## src/common/regop_pkg.sv

```systemverilog
// shared constants and carriers for the register-operation execution block
package regop_pkg;

  // ----------------------------------------
  // encodings
  // ----------------------------------------
  localparam logic [5:0] complement_register_op = 6'h09; // 0010 01
  localparam logic [5:0] decrement_register_op  = 6'h03; // 0000 11
  localparam logic [5:0] decrement_skip_zero_op = 6'h0b; // 0010 11
  localparam int         op_hi                  = 11;
  localparam int         op_lo                  = 6;
  localparam int         dest_bit               = 5;
  localparam int         addr_hi                = 4;
  localparam logic [7:0] data_reset             = 8'h00;
  localparam logic [4:0] addr_reset             = 5'h00;
  localparam logic [11:0] instr_reset           = 12'h000;

  // ----------------------------------------
  // carriers
  // ----------------------------------------
  typedef struct packed {
    logic       valid;
    logic [4:0] addr;
    logic [7:0] data;
  } file_write_s;

  typedef struct packed {
    logic       valid;
    logic [7:0] data;
  } acc_write_s;

  typedef enum logic [0:0] {
    st_exec = 1'b0,
    st_flush = 1'b1
  } exec_state_e;

endpackage

```

## src/verilog/regop_exec.sv

```systemverilog
// execution of complement, decrement and decrement-skip register operations
`timescale 1ns/1ns
`default_nettype none

// How it works
// [RULE1] complement op inverts addressed register, writes destination, sets zero, one cycle
// [RULE2] destination bit 0 writes accumulator, 1 writes back to register
// [RULE3] decrement op subtracts one, writes destination, sets zero, one cycle
// [RULE4] decrement-skip op subtracts one, writes destination, flags untouched
// [RULE5] zero result of decrement-skip drops prefetched word, runs no-op, two cycles
// [RULE6] skip realised by replacing prefetched word with no-op cycle
// [RULE7] low five bits address register file, bit five selects destination
module regop_exec (
  // clock and reset
  input  wire logic                  clk,
  input  wire logic                  reset_n,
  // instruction stream, one word per instruction cycle
  input  wire logic [11:0]           instr,
  // register file read port, registered from instr address
  output logic      [4:0]            read_addr,
  input  wire logic [7:0]            read_data,
  // result ports
  output regop_pkg::file_write_s     file_write,
  output regop_pkg::acc_write_s      acc_write,
  output logic                       zero_we,
  output logic                       zero_value,
  output logic                       skip_nop,
  output logic                       busy_second_cycle
);

  // ----------------------------------------
  // reset release
  // ----------------------------------------
  logic rst_meta;
  logic rst_sync;

  logic next_rst_meta;
  logic next_rst_sync;

  // async assert, clean release two edges later
  always_comb begin
    next_rst_meta = 1'b1;
    next_rst_sync = rst_meta;
  end

  always_ff @(posedge clk or negedge reset_n) begin
    if (!reset_n) begin
      rst_meta <= 1'b0;
      rst_sync <= 1'b0;
    end else begin
      rst_meta <= next_rst_meta;
      rst_sync <= next_rst_sync;
    end
  end

  // ----------------------------------------
  // decode
  // ----------------------------------------
  logic [5:0] opcode;
  logic       dest;
  logic [4:0] faddr;
  logic [7:0] result;
  logic       is_com;
  logic       is_dec;
  logic       is_dsz;
  logic       active;

  regop_pkg::exec_state_e state;
  regop_pkg::exec_state_e next_state;
  regop_pkg::file_write_s next_file_write;
  regop_pkg::acc_write_s  next_acc_write;
  logic                   next_zero_we;
  logic                   next_zero_value;
  logic                   next_skip_nop;
  logic                   next_busy;
  logic [4:0]             next_read_addr;

  logic                   zero_result;

  always_comb begin
    opcode = instr[regop_pkg::op_hi:regop_pkg::op_lo];
    // [RULE7] address and destination fields
    dest   = instr[regop_pkg::dest_bit];
    faddr  = instr[regop_pkg::addr_hi:0];
  end

  // the word after a taken skip is discarded, so nothing decodes then
  always_comb begin
    active = (state == regop_pkg::st_exec);
    is_com = 1'b0;
    is_dec = 1'b0;
    is_dsz = 1'b0;
    if (active) begin
      case (opcode)
        regop_pkg::complement_register_op: begin
          is_com = 1'b1;
        end
        regop_pkg::decrement_register_op: begin
          is_dec = 1'b1;
        end
        regop_pkg::decrement_skip_zero_op: begin
          is_dsz = 1'b1;
        end
        default: begin
          // other opcodes belong to other units
          is_com = 1'b0;
        end
      endcase
    end
  end

  // ----------------------------------------
  // arithmetic
  // ----------------------------------------
  always_comb begin
    // [RULE1] inverse of operand
    if (is_com) begin
      result = ~read_data;
    end else begin
      // [RULE3] subtract one, wraps 00 to ff
      result = read_data - 8'h01;
    end
    zero_result = (result == regop_pkg::data_reset);
  end

  // ----------------------------------------
  // sequencing
  // ----------------------------------------
  always_comb begin
    next_state    = regop_pkg::st_exec;
    next_busy     = 1'b0;
    next_skip_nop = 1'b0;
    case (state)
      regop_pkg::st_exec: begin
        // [RULE5] zero result forces a second cycle
        if (is_dsz && zero_result) begin
          next_state = regop_pkg::st_flush;
          next_busy  = 1'b1;
        end
      end
      regop_pkg::st_flush: begin
        // [RULE6] prefetched word replaced by a no-op
        next_skip_nop = 1'b1;
        next_state    = regop_pkg::st_exec;
      end
      default: begin
        next_state = regop_pkg::st_exec;
      end
    endcase
  end

  always_ff @(posedge clk or negedge rst_sync) begin
    if (!rst_sync) begin
      state             <= regop_pkg::st_exec;
      busy_second_cycle <= 1'b0;
      skip_nop          <= 1'b0;
    end else begin
      state             <= next_state;
      busy_second_cycle <= next_busy;
      skip_nop          <= next_skip_nop;
    end
  end

  // ----------------------------------------
  // result steering
  // ----------------------------------------
  always_comb begin
    // late echo only; the operand must already stand on read_data
    next_read_addr  = faddr;
    next_file_write = '0;
    next_acc_write  = '0;
    if (is_com || is_dec || is_dsz) begin
      // [RULE2] steer result by destination bit
      if (dest) begin
        next_file_write.valid = 1'b1;
        next_file_write.addr  = faddr;
        next_file_write.data  = result;
      end else begin
        next_acc_write.valid = 1'b1;
        next_acc_write.data  = result;
      end
    end
  end

  always_ff @(posedge clk or negedge rst_sync) begin
    if (!rst_sync) begin
      file_write <= '0;
      acc_write  <= '0;
      read_addr  <= regop_pkg::addr_reset;
    end else begin
      file_write <= next_file_write;
      acc_write  <= next_acc_write;
      read_addr  <= next_read_addr;
    end
  end

  // ----------------------------------------
  // zero flag update
  // ----------------------------------------
  always_comb begin
    next_zero_we    = 1'b0;
    next_zero_value = 1'b0;
    // [RULE4] skip variant leaves zero flag alone
    if (is_com || is_dec) begin
      next_zero_we    = 1'b1;
      next_zero_value = zero_result;
    end
  end

  always_ff @(posedge clk or negedge rst_sync) begin
    if (!rst_sync) begin
      zero_we    <= 1'b0;
      zero_value <= 1'b0;
    end else begin
      zero_we    <= next_zero_we;
      zero_value <= next_zero_value;
    end
  end

endmodule

`default_nettype wire

```

## config.mk

```make
export PLATFORM = sky130hd
export DESIGN_NAME = regop_exec
export DESIGN_NICKNAME = d
export VERILOG_FILES = /design/src/common/regop_pkg.sv /design/src/verilog/regop_exec.sv
export SDC_FILE = /design/constraint.sdc
export NUM_CORES = 1
export LEC_CHECK = 0
export ABC_AREA = 0
export BUFFER_PORTS_ARGS = -buffer_cell sky130_fd_sc_hd__buf_2
export CAP_MARGIN = 20
export CORE_ASPECT_RATIO = 1.25
export CORE_MARGIN = 2
export CORE_UTILIZATION = 47
export CTS_BUF_LIST = sky130_fd_sc_hd__clkbuf_8 sky130_fd_sc_hd__clkbuf_16
export CTS_CLUSTER_DIAMETER = 30
export DETAILED_ROUTE_END_ITERATION = 8
export GPL_TIMING_DRIVEN = 1
export PLACE_DENSITY = 0.78
export SETUP_SLACK_MARGIN = 0.15
export SLEW_MARGIN = 20
export SYNTH_ARGS = -nofsm -noshare
export SYNTH_HDL_FRONTEND = slang
export SYNTH_SLANG_ARGS = --single-unit
```

## constraint.sdc

```tcl
create_clock -name clk -period 1.3 [get_ports clk]
set_input_delay 0.13 -clock clk [delete_from_list [all_inputs] [get_ports clk]]
set_output_delay 0.13 -clock clk [all_outputs]
set_load 0.03 [all_outputs]
```

### Word-level counts from Yosys, hierarchy flattened

Index checks and enable logic that the tools add are counted.

* $add $sub $neg: 1
* bitwise operators: 2
* equality and inequality tests: 3
* reduce and logical (&&, ||, !) cells: 4
* mux-type cells: 17

Operators by type and width (count)
* 14-bit 2-to-1 mux: 2
* 9-bit 2-to-1 mux: 2
* 6-bit by 4-bit == test with 1-bit output, second input constant: 2
* 1-bit 2-to-1 mux: 11
* 8-bit logical NOT: 1
* 8-bit 2-to-1 mux: 1
* 8-bit NOT: 1
* 8-bit by 1-bit subtractor with 8-bit output, second input constant: 1
* 6-bit by 2-bit == test with 1-bit output, second input constant: 1
* 1-bit logical OR: 2
* 1-bit one-hot mux with 2 select lines: 1
* 1-bit logical AND: 1
* 1-bit NOT: 1

* word-level logic and storage cells: 40
* output and inout bits: 32
* register bits: 35
* input port bits: 22

### Depth between registers and ports, before layout

Gate-level depths: netlist of run 1.

* word-level depth: 8
* depth in mapped cells: 7
* mapped depth without buffers: 7

### Worst setup path before layout of run 1

Ideal clock, no wire load.

* path kind: reg2reg
* from: register, netlist name busy_second_cycle
* to: register busy_second_cycle
* data required time: 1.204 ns
* period minus slack after synthesis: 1.988 ns
* path slack: -0.688 ns
* path buffers: 1
* library setup time: 0.096 ns
* stages on the path, launching flop included: 7
* arrival: 1.892 ns
* cells stage by stage: dfrtp_1 nor4b_2 and2_1 buf_6 or4b_1 a32o_2 nor4_2

RTL lines
* end signal: assignment: RTL line regop_exec.sv:159 `busy_second_cycle <= next_busy;`
* end: declaration: RTL line regop_exec.sv:28 `output logic busy_second_cycle`

==> impl_metrics.yaml, run 1 <==
pwr:
  power_frac_comb: 0.134
  p_per_area_nw_per_um2: 1013
  seq_power_share: 0.499
  ir_worst_vdd_mv: 0.7237
  switching_power_mw: 0.5363
  p_clk_frac: 0.367
  finalPower_mw: 2.164
  p_int_mw: 1.627
  power_leakage_nw: 1.160
  p_sw_frac: 0.2479
finish:
  areaGrowthSynthToFinish_pct: 59.68
  final_cell_area_um2: 2136
  multi_input_area_um2: 555.5
  antennaDiodeCount: 0
  register_area_um2: 852.1
  layout-drive-gt1-share: 0.5640
  nFillCells: 179
  final_nets: 233
clocking:
  clockRootBuffer: "clkbuf_8"
  cts_tree: "built"
  insertion_delay_ps: 280
  clk_pin_slew_ps: 70
  clk_path_buf_depth: 2
  clock-sinks: 34
  htree_levels: 2
  numCtsBuffers: 5
worst_setup_path:
  critical_path_class: "reg -> reg"
  startpoint: "busy_second_cycle"
  r2r_slack_ps: -340
  critPathMaxFanout: 4
  crit_cells: 5
  required_ps: 1490
  critPathArrivalTime_ps: 1830
  timing.rr.start: "busy_second_cycle"
  reg2reg_depth: 5
  start_kind: "flip-flop"
  cp_cell_sequence: "nor4b_4 > and2_4 > or4b_1 > a32o_2 > nor4_1"
  crit_buf_inv: 0
  path_delay_family: "simple AND/OR/NAND/NOR gates"
  end_kind: "flip-flop"
  slowest_stage: "or4b_1"
  critPathMaxStageDelay_ps: 490
  r2r-end: "zero_value"
  crit_end: "zero_value"
floorplanning:
  ioPinCount: 54
  row_count: 21
  die_y_um: 63.65
  die_area_um2: 3291
  initial_core_util: 0.4942
  design.core.area_um2: 2706
  fp.dieW_um: 51.72
yosys:
  synth_cell_type_count: 32
  ys_ff_latch: 34
  ys_top_cells_by_area: "dfrtp_1 64%, nor2_1 7.3%, xnor2_1 3.9%"
  synth.avg_cell_area_um2: 11.53
  synth_nets: 139
  synth-warning-count: 0
  netlist_instances: 116
  synth_top_area_share: 0.6361
  netlist_area_um2: 1338
  ys_seq_area_frac: 0.6361
  yosysTopAreaCell: "dfrtp_1"
run:
  max-cap-violations: 0
place:
  place_area_um2: 1844
  place.gp.congestion: 0.8629
  io_buffers: 53
  dp_hpwl_um: 2317
run_status:
  status: "complete, but fails checks"
  violations: "setup timing"
route:
  ant_nets: 0
  wl_um: 3280
  vias: 1216
  drt-initial-drc-count: 18
  drt_first_pass_iters: 4
  drc: 0
  vias_per_cell: 4.963
  wl_per_cell_um: 13.39
sta:
  slew_viol_final: 0
  finalCritPeriodShare: 1.264
  final.setup_skew_ps: 8.002
  hold_viol_final: 0
  layout_setup_ws_ps: -342.8
  period_minus_slack_ps: 1643
  max_clock_freq_ghz: 0.6087
  rsz0062_at_grt: "yes"
  setup-violations-final: 26
grt:
  grt_pass1_wl_um: 5140
  track_usage: 0.2124
  grt_overflow: 0
  grt_max_degree: 33
  grt_pass1_vias: 1209
  antenna_found_initial: 0
worst_hold_path:
  hold_path_class: "in -> async"
## per-layer routing
layer	vias up	track usage	routed length, µm
met5	-	0	0
met4	0	0.09211	57
met3	5	0.03791	192
met2	52	0.4006	1847
met1	577	0.2191	1183
li1	582	-	-
## Yosys cell counts, drive strengths merged
cell type and n:
o32ai 1, nor4 3, nor4b 2, o211ai 1, and4b 1, or4b 1, inv 4, o41ai 1
and2 2, xor2 3, a32o 1, o21ai 1, nor3 2, and3 7, nand2 7, nand4b 1
conb 1, nor3b 1, dfrtp 34, nand3 2, buf 1, xnor2 6, clkbuf 3, o31ai 1
nand2b 1, or3 1, nor2 26, ha 1
## power by group through the flow
stage               Sequential, mW  Combinational (mW)  Clock [mW]
floorplan                     1.15              0.0777           0
global placement              1.10               0.247           0
detailed placement            1.10               0.253           0
CTS                           1.08               0.281       0.806
global route                  1.08               0.316       0.844
finish                        1.08               0.290       0.795
## worst register-to-register path, stage by stage (launching register included)
cell and delay (ps):
dfrtp_2 390, nor4b_4 50, and2_4 170, or4b_1 490, a32o_2 290, nor4_1 160
## how the worst min path moves through the flow
stage	to	slack (ps)
floorplan	next_rst_sync	-170
global placement	rst_sync	-90
detailed placement	next_rst_sync	-80
CTS	next_rst_sync	150
global route	rst_sync	180
finish	next_rst_sync	160
## cells in the final DEF (no fill, tap or decap), types with 3 or more instances in the layout
cell,netlist,final
nor2_1,26,16
nor2_2,0,7
clkbuf_8,0,6
dfrtp_1,34,33
buf_4,0,25
and3_1,5,3
xor2_1,3,3
inv_1,4,3
buf_2,0,52
nor2_4,0,3
xnor2_1,6,6
dlygate4sd3_1,0,6
nand2_1,7,5
buf_6,1,6
## cells by family after synthesis
group | synth area share
and+or+nand+nor | 0.2282
DFF | 0.6361
xor gates and xnor gates | 0.05894
buffers and inverters | 0.02806
AOI/OAI and AO/OA | 0.03649
adders and majority gates | 0.009353
other | 0.002804
## stage by stage
stage / hold slack [ps] / util / setup TNS (ps) / cells / setup WS [ps]
2_1_floorplan: -165.6 / - / -2652 / 116 / -557.7
3_3_place_gp: -86.36 / 0.6815 / -3235 / 225 / -425.6
3_5_place_dp: -83.62 / 0.6815 / -4111 / 225 / -498.1
4_1_cts: 149.5 / 0.7675 / -4548 / 244 / -345.5
5_1_grt: 176.9 / 0.7892 / -8096 / 245 / -394.4
6_report: 162.6 / 0.7892 / -6401 / 245 / -342.8
## sequential cells by signal, indices dropped and copies added (netlist names)
register,count
file_write,14
acc_write,9
read_addr,5
busy_second_cycle,1
next_rst_sync,1
rst_sync,1
skip_nop,1
zero_value,1
zero_we,1
## final cells by class
cell class,instances,area share
flip-flops and latches,34,0.3989
multi-input cells,76,0.2601
inverters,4,0.007030
well taps,34,0.01992
clock inverters,2,0.005858
clock buffers,6,0.03866
repair buffers,89,0.2695
## what timing repair did
| item | 4_1_cts | 5_1_grt |
|---|---|---|
| endpoints found under the hold margin | 7 | 0 |
| gates resized for setup | 12 | 16 |
| cloned | 2 | 0 |
| hold buffers | 6 | 0 |
| buffers inserted | 3 | 1 |
| pin swaps | 8 | 6 |
| setup endpoints to repair | 25 | 27 |
Note: power is estimated with default switching activity, not from simulation.
==> inputs of run 2 (changes only) <==
--- a/config.mk
+++ b/config.mk
@@ -10,12 +10,12 @@
 export CAP_MARGIN = 20
 export CORE_ASPECT_RATIO = 1.25
 export CORE_MARGIN = 2
-export CORE_UTILIZATION = 47
+export CORE_UTILIZATION = 50
 export CTS_BUF_LIST = sky130_fd_sc_hd__clkbuf_8 sky130_fd_sc_hd__clkbuf_16
 export CTS_CLUSTER_DIAMETER = 30
 export DETAILED_ROUTE_END_ITERATION = 8
 export GPL_TIMING_DRIVEN = 1
-export PLACE_DENSITY = 0.78
+export PLACE_DENSITY = 0.82
 export SETUP_SLACK_MARGIN = 0.15
 export SLEW_MARGIN = 20
 export SYNTH_ARGS = -nofsm -noshare
==> constraint.sdc (replaced) <==
create_clock -name clk -period 1.9 [get_ports clk]
set_input_delay 0.19 -clock clk [delete_from_list [all_inputs] [get_ports clk]]
set_output_delay 0.19 -clock clk [all_outputs]
set_load 0.03 [all_outputs]
==> run 2 against run 1 <==
- the run now ends clean
- power shrank 37%
- cell count fell by 15%
- sequential share of layout area increased by 8.9 points
- critical path depth stayed put
- sequential power fell by 32%
- register-to-register slack better by 570 ps
- clock power decreased by 38%
- count of clock-buffer cells in the layout unchanged
- utilization shrank 8.4 points
- hold slack lost 130 ps
- routed wire length is 21% lower
==> impl_metrics.yaml, run 2 (synthesis gave the netlist of run 1 again) <==
run_status:
  status: "completed"
finish:
  final_cell_mix: "53 x buf_2, 33 x dfrtp_1, 26 x nor2_1, 7 x nand2_1"
  top_register: "file_write"
  areaGrowthSynthToFinish_pct: 30.68
  top_regs: "file_write x14, acc_write x9, read_addr x5"
  layout-drive-gt1-share: 0.4034
  nFillCells: 204
  antennaDiodeCount: 0
  layout_commonest_cell: "buf_2"
  final_nets: 200
  largest_reg_flops: 14
clocking:
  insertion_delay_ps: 280
  htree_levels: 2
  clk_pin_slew_ps: 60
  clock-sinks: 34
  clockRootBuffer: "clkbuf_8"
  clk_path_buf_depth: 2
  numCtsBuffers: 5
  cts_tree: "built"
route:
  drt_first_pass_iters: 6
  drt-initial-drc-count: 23
  highest_layer: "met4"
  drc: 0
  met1Wirelength_um: 1023
  met2_length_um: 1274
  vias_per_cell: 4.957
  ant_nets: 0
  wl_per_cell_um: 12.34
  wl_met3_um: 190
  wl_um: 2579
  vias: 1036
worst_setup_path:
  critPathArrivalTime_ps: 1820
  start_kind: "flip-flop"
  end_kind: "flip-flop"
  critical_path_class: "reg -> reg"
  required_ps: 2050
  reg2reg_depth: 5
  critPathMaxFanout: 4
sta:
  hold_viol_final: 0
  setup-violations-final: 0
  hold-worst-slack_ps: 33.65
  rsz0062_at_grt: "no"
  slew_viol_final: 0
  finalCritPeriodShare: 0.8812
  max_clock_freq_ghz: 0.5973
  final.setup_skew_ps: 3.641
  tns_ps: 0
  period_minus_slack_ps: 1674
pwr:
  seq_power_share: 0.538
  p_int_mw: 1.066
  p_sw_frac: 0.2233
  p_per_area_nw_per_um2: 785.5
  power_frac_comb: 0.103
  switching_power_mw: 0.3066
  ir_worst_vdd_mv: 0.5152
  power_leakage_nw: 0.9805
  p_clk_frac: 0.359
grt:
  antenna_found_initial: 0
  grt_max_degree: 33
  grt_overflow: 0
  grt_pass1_wl_um: 4298
  grt_pass1_vias: 998
  track_usage: 0.1957
floorplanning:
  initial_core_util: 0.5399
  die_area_um2: 3107
  design.core.area_um2: 2477
  row_count: 20
  fp.dieW_um: 50.26
  ioPinCount: 54
  die_y_um: 61.83
place:
  dp_hpwl_um: 2031
  io_buffers: 53
  place.gp.congestion: 0.8806
worst_hold_path:
  holdPathStages: 1
  hold_path_class: "in -> reg"
run:
  max-cap-violations: 0
-- run 2: changes by cell type in the layout (fill, tap and decap cells not counted), sizes merged --
cell and change:
buf -26, dlygate4sd3 -5, clkinv -1, nand2 -1, clkinvlp -1, or3 -1
-- run 2: repair_timing --
| item | CTS | global route |
|---|---|---|
| hold buffers | 1 | 0 |
| setup buffers | 0 | 0 |
| hold endpoints to repair | 2 | 0 |
| pin swaps | 0 | 1 |
| endpoints found under the setup margin | 2 | 1 |
| resized for setup | 2 | 0 |
-- run 2: final cells by class --
class                           count  area (µm²)  share of cell area
Multi-Input combinational cell     74       451.7              0.2584
Tap cell                           33       41.29             0.02362
Clock buffer                        6       82.58             0.04724
Sequential cell                    34       852.1              0.4875
Timing Repair Buffer               58       305.3              0.1747
Inverter                            4       15.01            0.008590
-- run 2: power by group through the flow --
stage	clock network, mW	logic [mW]	registers [mW]
2_1_floorplan	0	0.0500	0.784
3_3_place_gp	0	0.137	0.752
3_5_place_dp	0	0.140	0.752
4_1_cts	0.508	0.143	0.739
5_1_grt	0.547	0.157	0.740
6_report	0.492	0.142	0.739
-- run 2: routing by layer --
layer / vias up / GRT usage
met5: - / 0
li1: 503 / -
met1: 485 / 0.2196
met3: 8 / 0.05502
met4: 0 / 0.1429
met2: 40 / 0.3252
-- run 2: through the flow --
stage / utilization / worst slack (ps) / cell area (µm²) / total power [mW] / std cells
2_1_floorplan: - / 42.16 / 1339 / 0.8337 / 116
6_report: 0.7056 / 225.7 / 1748 / 1.373 / 209
3_5_place_dp: 0.6672 / 75.55 / 1653 / 0.8926 / 202
3_3_place_gp: 0.6672 / 101.8 / 1653 / 0.8886 / 202
5_1_grt: 0.7056 / 164.5 / 1748 / 1.444 / 209
4_1_cts: 0.7056 / 183.0 / 1748 / 1.390 / 209
-- run 2: worst paths after layout --
check	start	endpoint	slack (ps)
max	busy_second_cycle	zero_value	230
min	instr[2]	read_addr[2]	30
max reg2reg	busy_second_cycle	zero_value	230
min reg2reg	rst_sync	file_write[13]	250
max in group asynchronous	rst_sync	busy_second_cycle	1350
min in group asynchronous	reset_n	next_rst_sync	220
-- run 2: critical path: stages, from the launching register on --
cell and delay (ps):
dfrtp_2 420, nor4b_2 320, nand2_1 120, and4b_1 190, o32ai_1 400, nor4_1 90
==> inputs of run 3 (changes only) <==
--- a/config.mk
+++ b/config.mk
@@ -16,6 +16,7 @@
 export DETAILED_ROUTE_END_ITERATION = 8
 export GPL_TIMING_DRIVEN = 1
 export PLACE_DENSITY = 0.82
+export REMOVE_ABC_BUFFERS = 1
 export SETUP_SLACK_MARGIN = 0.15
 export SLEW_MARGIN = 20
 export SYNTH_ARGS = -nofsm -noshare
==> run 3 against run 2 <==
- combinational power is 4% higher
- sequential power about the same
- die area is the same
- final area increased by 2.9%
- critical path depth unchanged
- cell count increased by 2.4%
- clock skew increased by 0.78 ps
- critical endpoint unchanged
==> impl_metrics.yaml, run 3 (synthesis gave the netlist of run 1 again) <==
floorplanning:
  design.core.area_um2: 2477
  die_area_um2: 3107
  fp.dieW_um: 50.26
  die_y_um: 61.83
  ioPinCount: 54
  row_count: 20
  initial_core_util: 0.5399
sta:
  final.setup_skew_ps: 4.420
  hold_viol_final: 0
  rsz0062_at_grt: "yes"
  finalCritPeriodShare: 0.9120
  max_clock_freq_ghz: 0.5771
  hold-worst-slack_ps: 29.95
  setup-violations-final: 0
  slew_viol_final: 0
  period_minus_slack_ps: 1733
route:
  drt-initial-drc-count: 22
  vias: 1105
  vias_per_cell: 5.164
  wl_per_cell_um: 13.42
  ant_nets: 0
  drc: 0
  drt_first_pass_iters: 4
  wl_um: 2871
clocking:
  numCtsBuffers: 5
  htree_levels: 2
  insertion_delay_ps: 280
  clk_path_buf_depth: 2
  clock-sinks: 34
  cts_tree: "built"
  clockRootBuffer: "clkbuf_8"
  clk_pin_slew_ps: 60
finish:
  layout_commonest_cell: "buf_2"
  post-route-util: 0.7258
  largest_reg_flops: 14
  layout-drive-gt1-share: 0.4144
  areaGrowthSynthToFinish_pct: 34.42
  antennaDiodeCount: 0
  top_register: "file_write"
  final_cell_mix: "53 x buf_2, 34 x dfrtp_1, 26 x nor2_1, 7 x nand2_1, 7 x buf_4"
  top_regs: "file_write x14, acc_write x9, read_addr x5"
  final_nets: 203
worst_setup_path:
  critical_path_class: "reg -> reg"
  r2r-end: "zero_value"
  critPathArrivalTime_ps: 1910
  timing.rr.start: "busy_second_cycle"
  reg2reg_depth: 5
  end_kind: "flip-flop"
  start_kind: "flip-flop"
  required_ps: 2070
  r2r_slack_ps: 170
  critPathMaxFanout: 2
place:
  place.gp.congestion: 0.8800
  io_buffers: 53
  dp_hpwl_um: 2152
worst_hold_path:
  holdPathStages: 1
  min_to: "read_addr[3]"
  hold_path_class: "in -> reg"
  min-delay-start: "instr[3]"
grt:
  grt_overflow: 0
  grt_pass1_wl_um: 4429
  antenna_found_initial: 0
  grt_max_degree: 33
  track_usage: 0.1980
  grt_pass1_vias: 1052
run:
  max-cap-violations: 0
pwr:
  ir_worst_vdd_mv: 0.6196
  finalPower_mw: 1.406
  p_per_area_nw_per_um2: 781.7
  power_leakage_nw: 1.010
run_status:
  status: "completed"
run 3: changes by cell type in the layout (fill, tap and decap cells not counted), sizes merged:
| cell | change |
|---|---|
| buf | +3 |
| clkinv | +1 |
| inv | +1 |
run 3: worst max-delay path: stages, from the launching register on:
cell,delay (ps)
dfrtp_1,400
nor4b_4,60
and2_1,160
or4b_1,490
a32o_2,280
nor4_2,240
run 3: through the flow:
stage	std cells	TNS, ps	area (µm²)	worst slack (ps)
after floorplan	112	-71.82	1315	-45.71
after global placement	204	0	1667	135.3
after detailed placement	204	-30.29	1667	-23.79
after CTS	214	0	1775	169.4
after global routing	214	0	1798	79.67
final	214	0	1798	167.2
run 3: worst max path at each step:
| stage | start | end | slack (ps) |
|---|---|---|---|
| 2_1_floorplan | busy_second_cycle | busy_second_cycle | -50 |
| 3_3_place_gp | read_data[0] | busy_second_cycle | 140 |
| 3_5_place_dp | read_data[0] | zero_value | -20 |
| 4_1_cts | busy_second_cycle | zero_value | 170 |
| 5_1_grt | busy_second_cycle | zero_value | 80 |
| 6_report | busy_second_cycle | zero_value | 170 |
run 3: cell type report:
class | count | area, µm²
Sequential cell | 34 | 850.8
Fill cell | 188 | 679.4
Multi-Input combinational cell | 74 | 471.7
Timing Repair Buffer | 61 | 327.8
Clock buffer | 6 | 82.58
Tap cell | 33 | 41.29
Inverter | 4 | 15.01
Clock inverter | 2 | 8.758
run 3: power by group:
| group | switching, mW | leakage [nW] | internal [mW] | total (mW) |
|---|---|---|---|---|
| Sequential | 0.00293 | 0.458 | 0.736 | 0.739 |
| Combinational | 0.0938 | 0.500 | 0.0535 | 0.147 |
| Clock | 0.233 | 0.0524 | 0.286 | 0.519 |
| Total | 0.330 | 1.01 | 1.08 | 1.41 |
run 3: repair_timing:
item                                    4_1_cts  5_1_grt
cloned                                        0        0
endpoints found under the hold margin         2        0
setup buffers                                 1        0
resized for setup                             0        3
pin swaps                                     0        2
hold buffers                                  1        0
endpoints found under the setup margin        2        2
run 3: routing by layer:
| layer | global-route usage | wire [µm] | vias to the layer above |
|---|---|---|---|
| li1 | - | - | 516 |
| met1 | 0.2201 | 1077 | 516 |
| met2 | 0.3346 | 1480 | 63 |
| met3 | 0.04545 | 215 | 10 |
| met4 | 0.1548 | 97 | 0 |
| met5 | 0 | 0 | - |
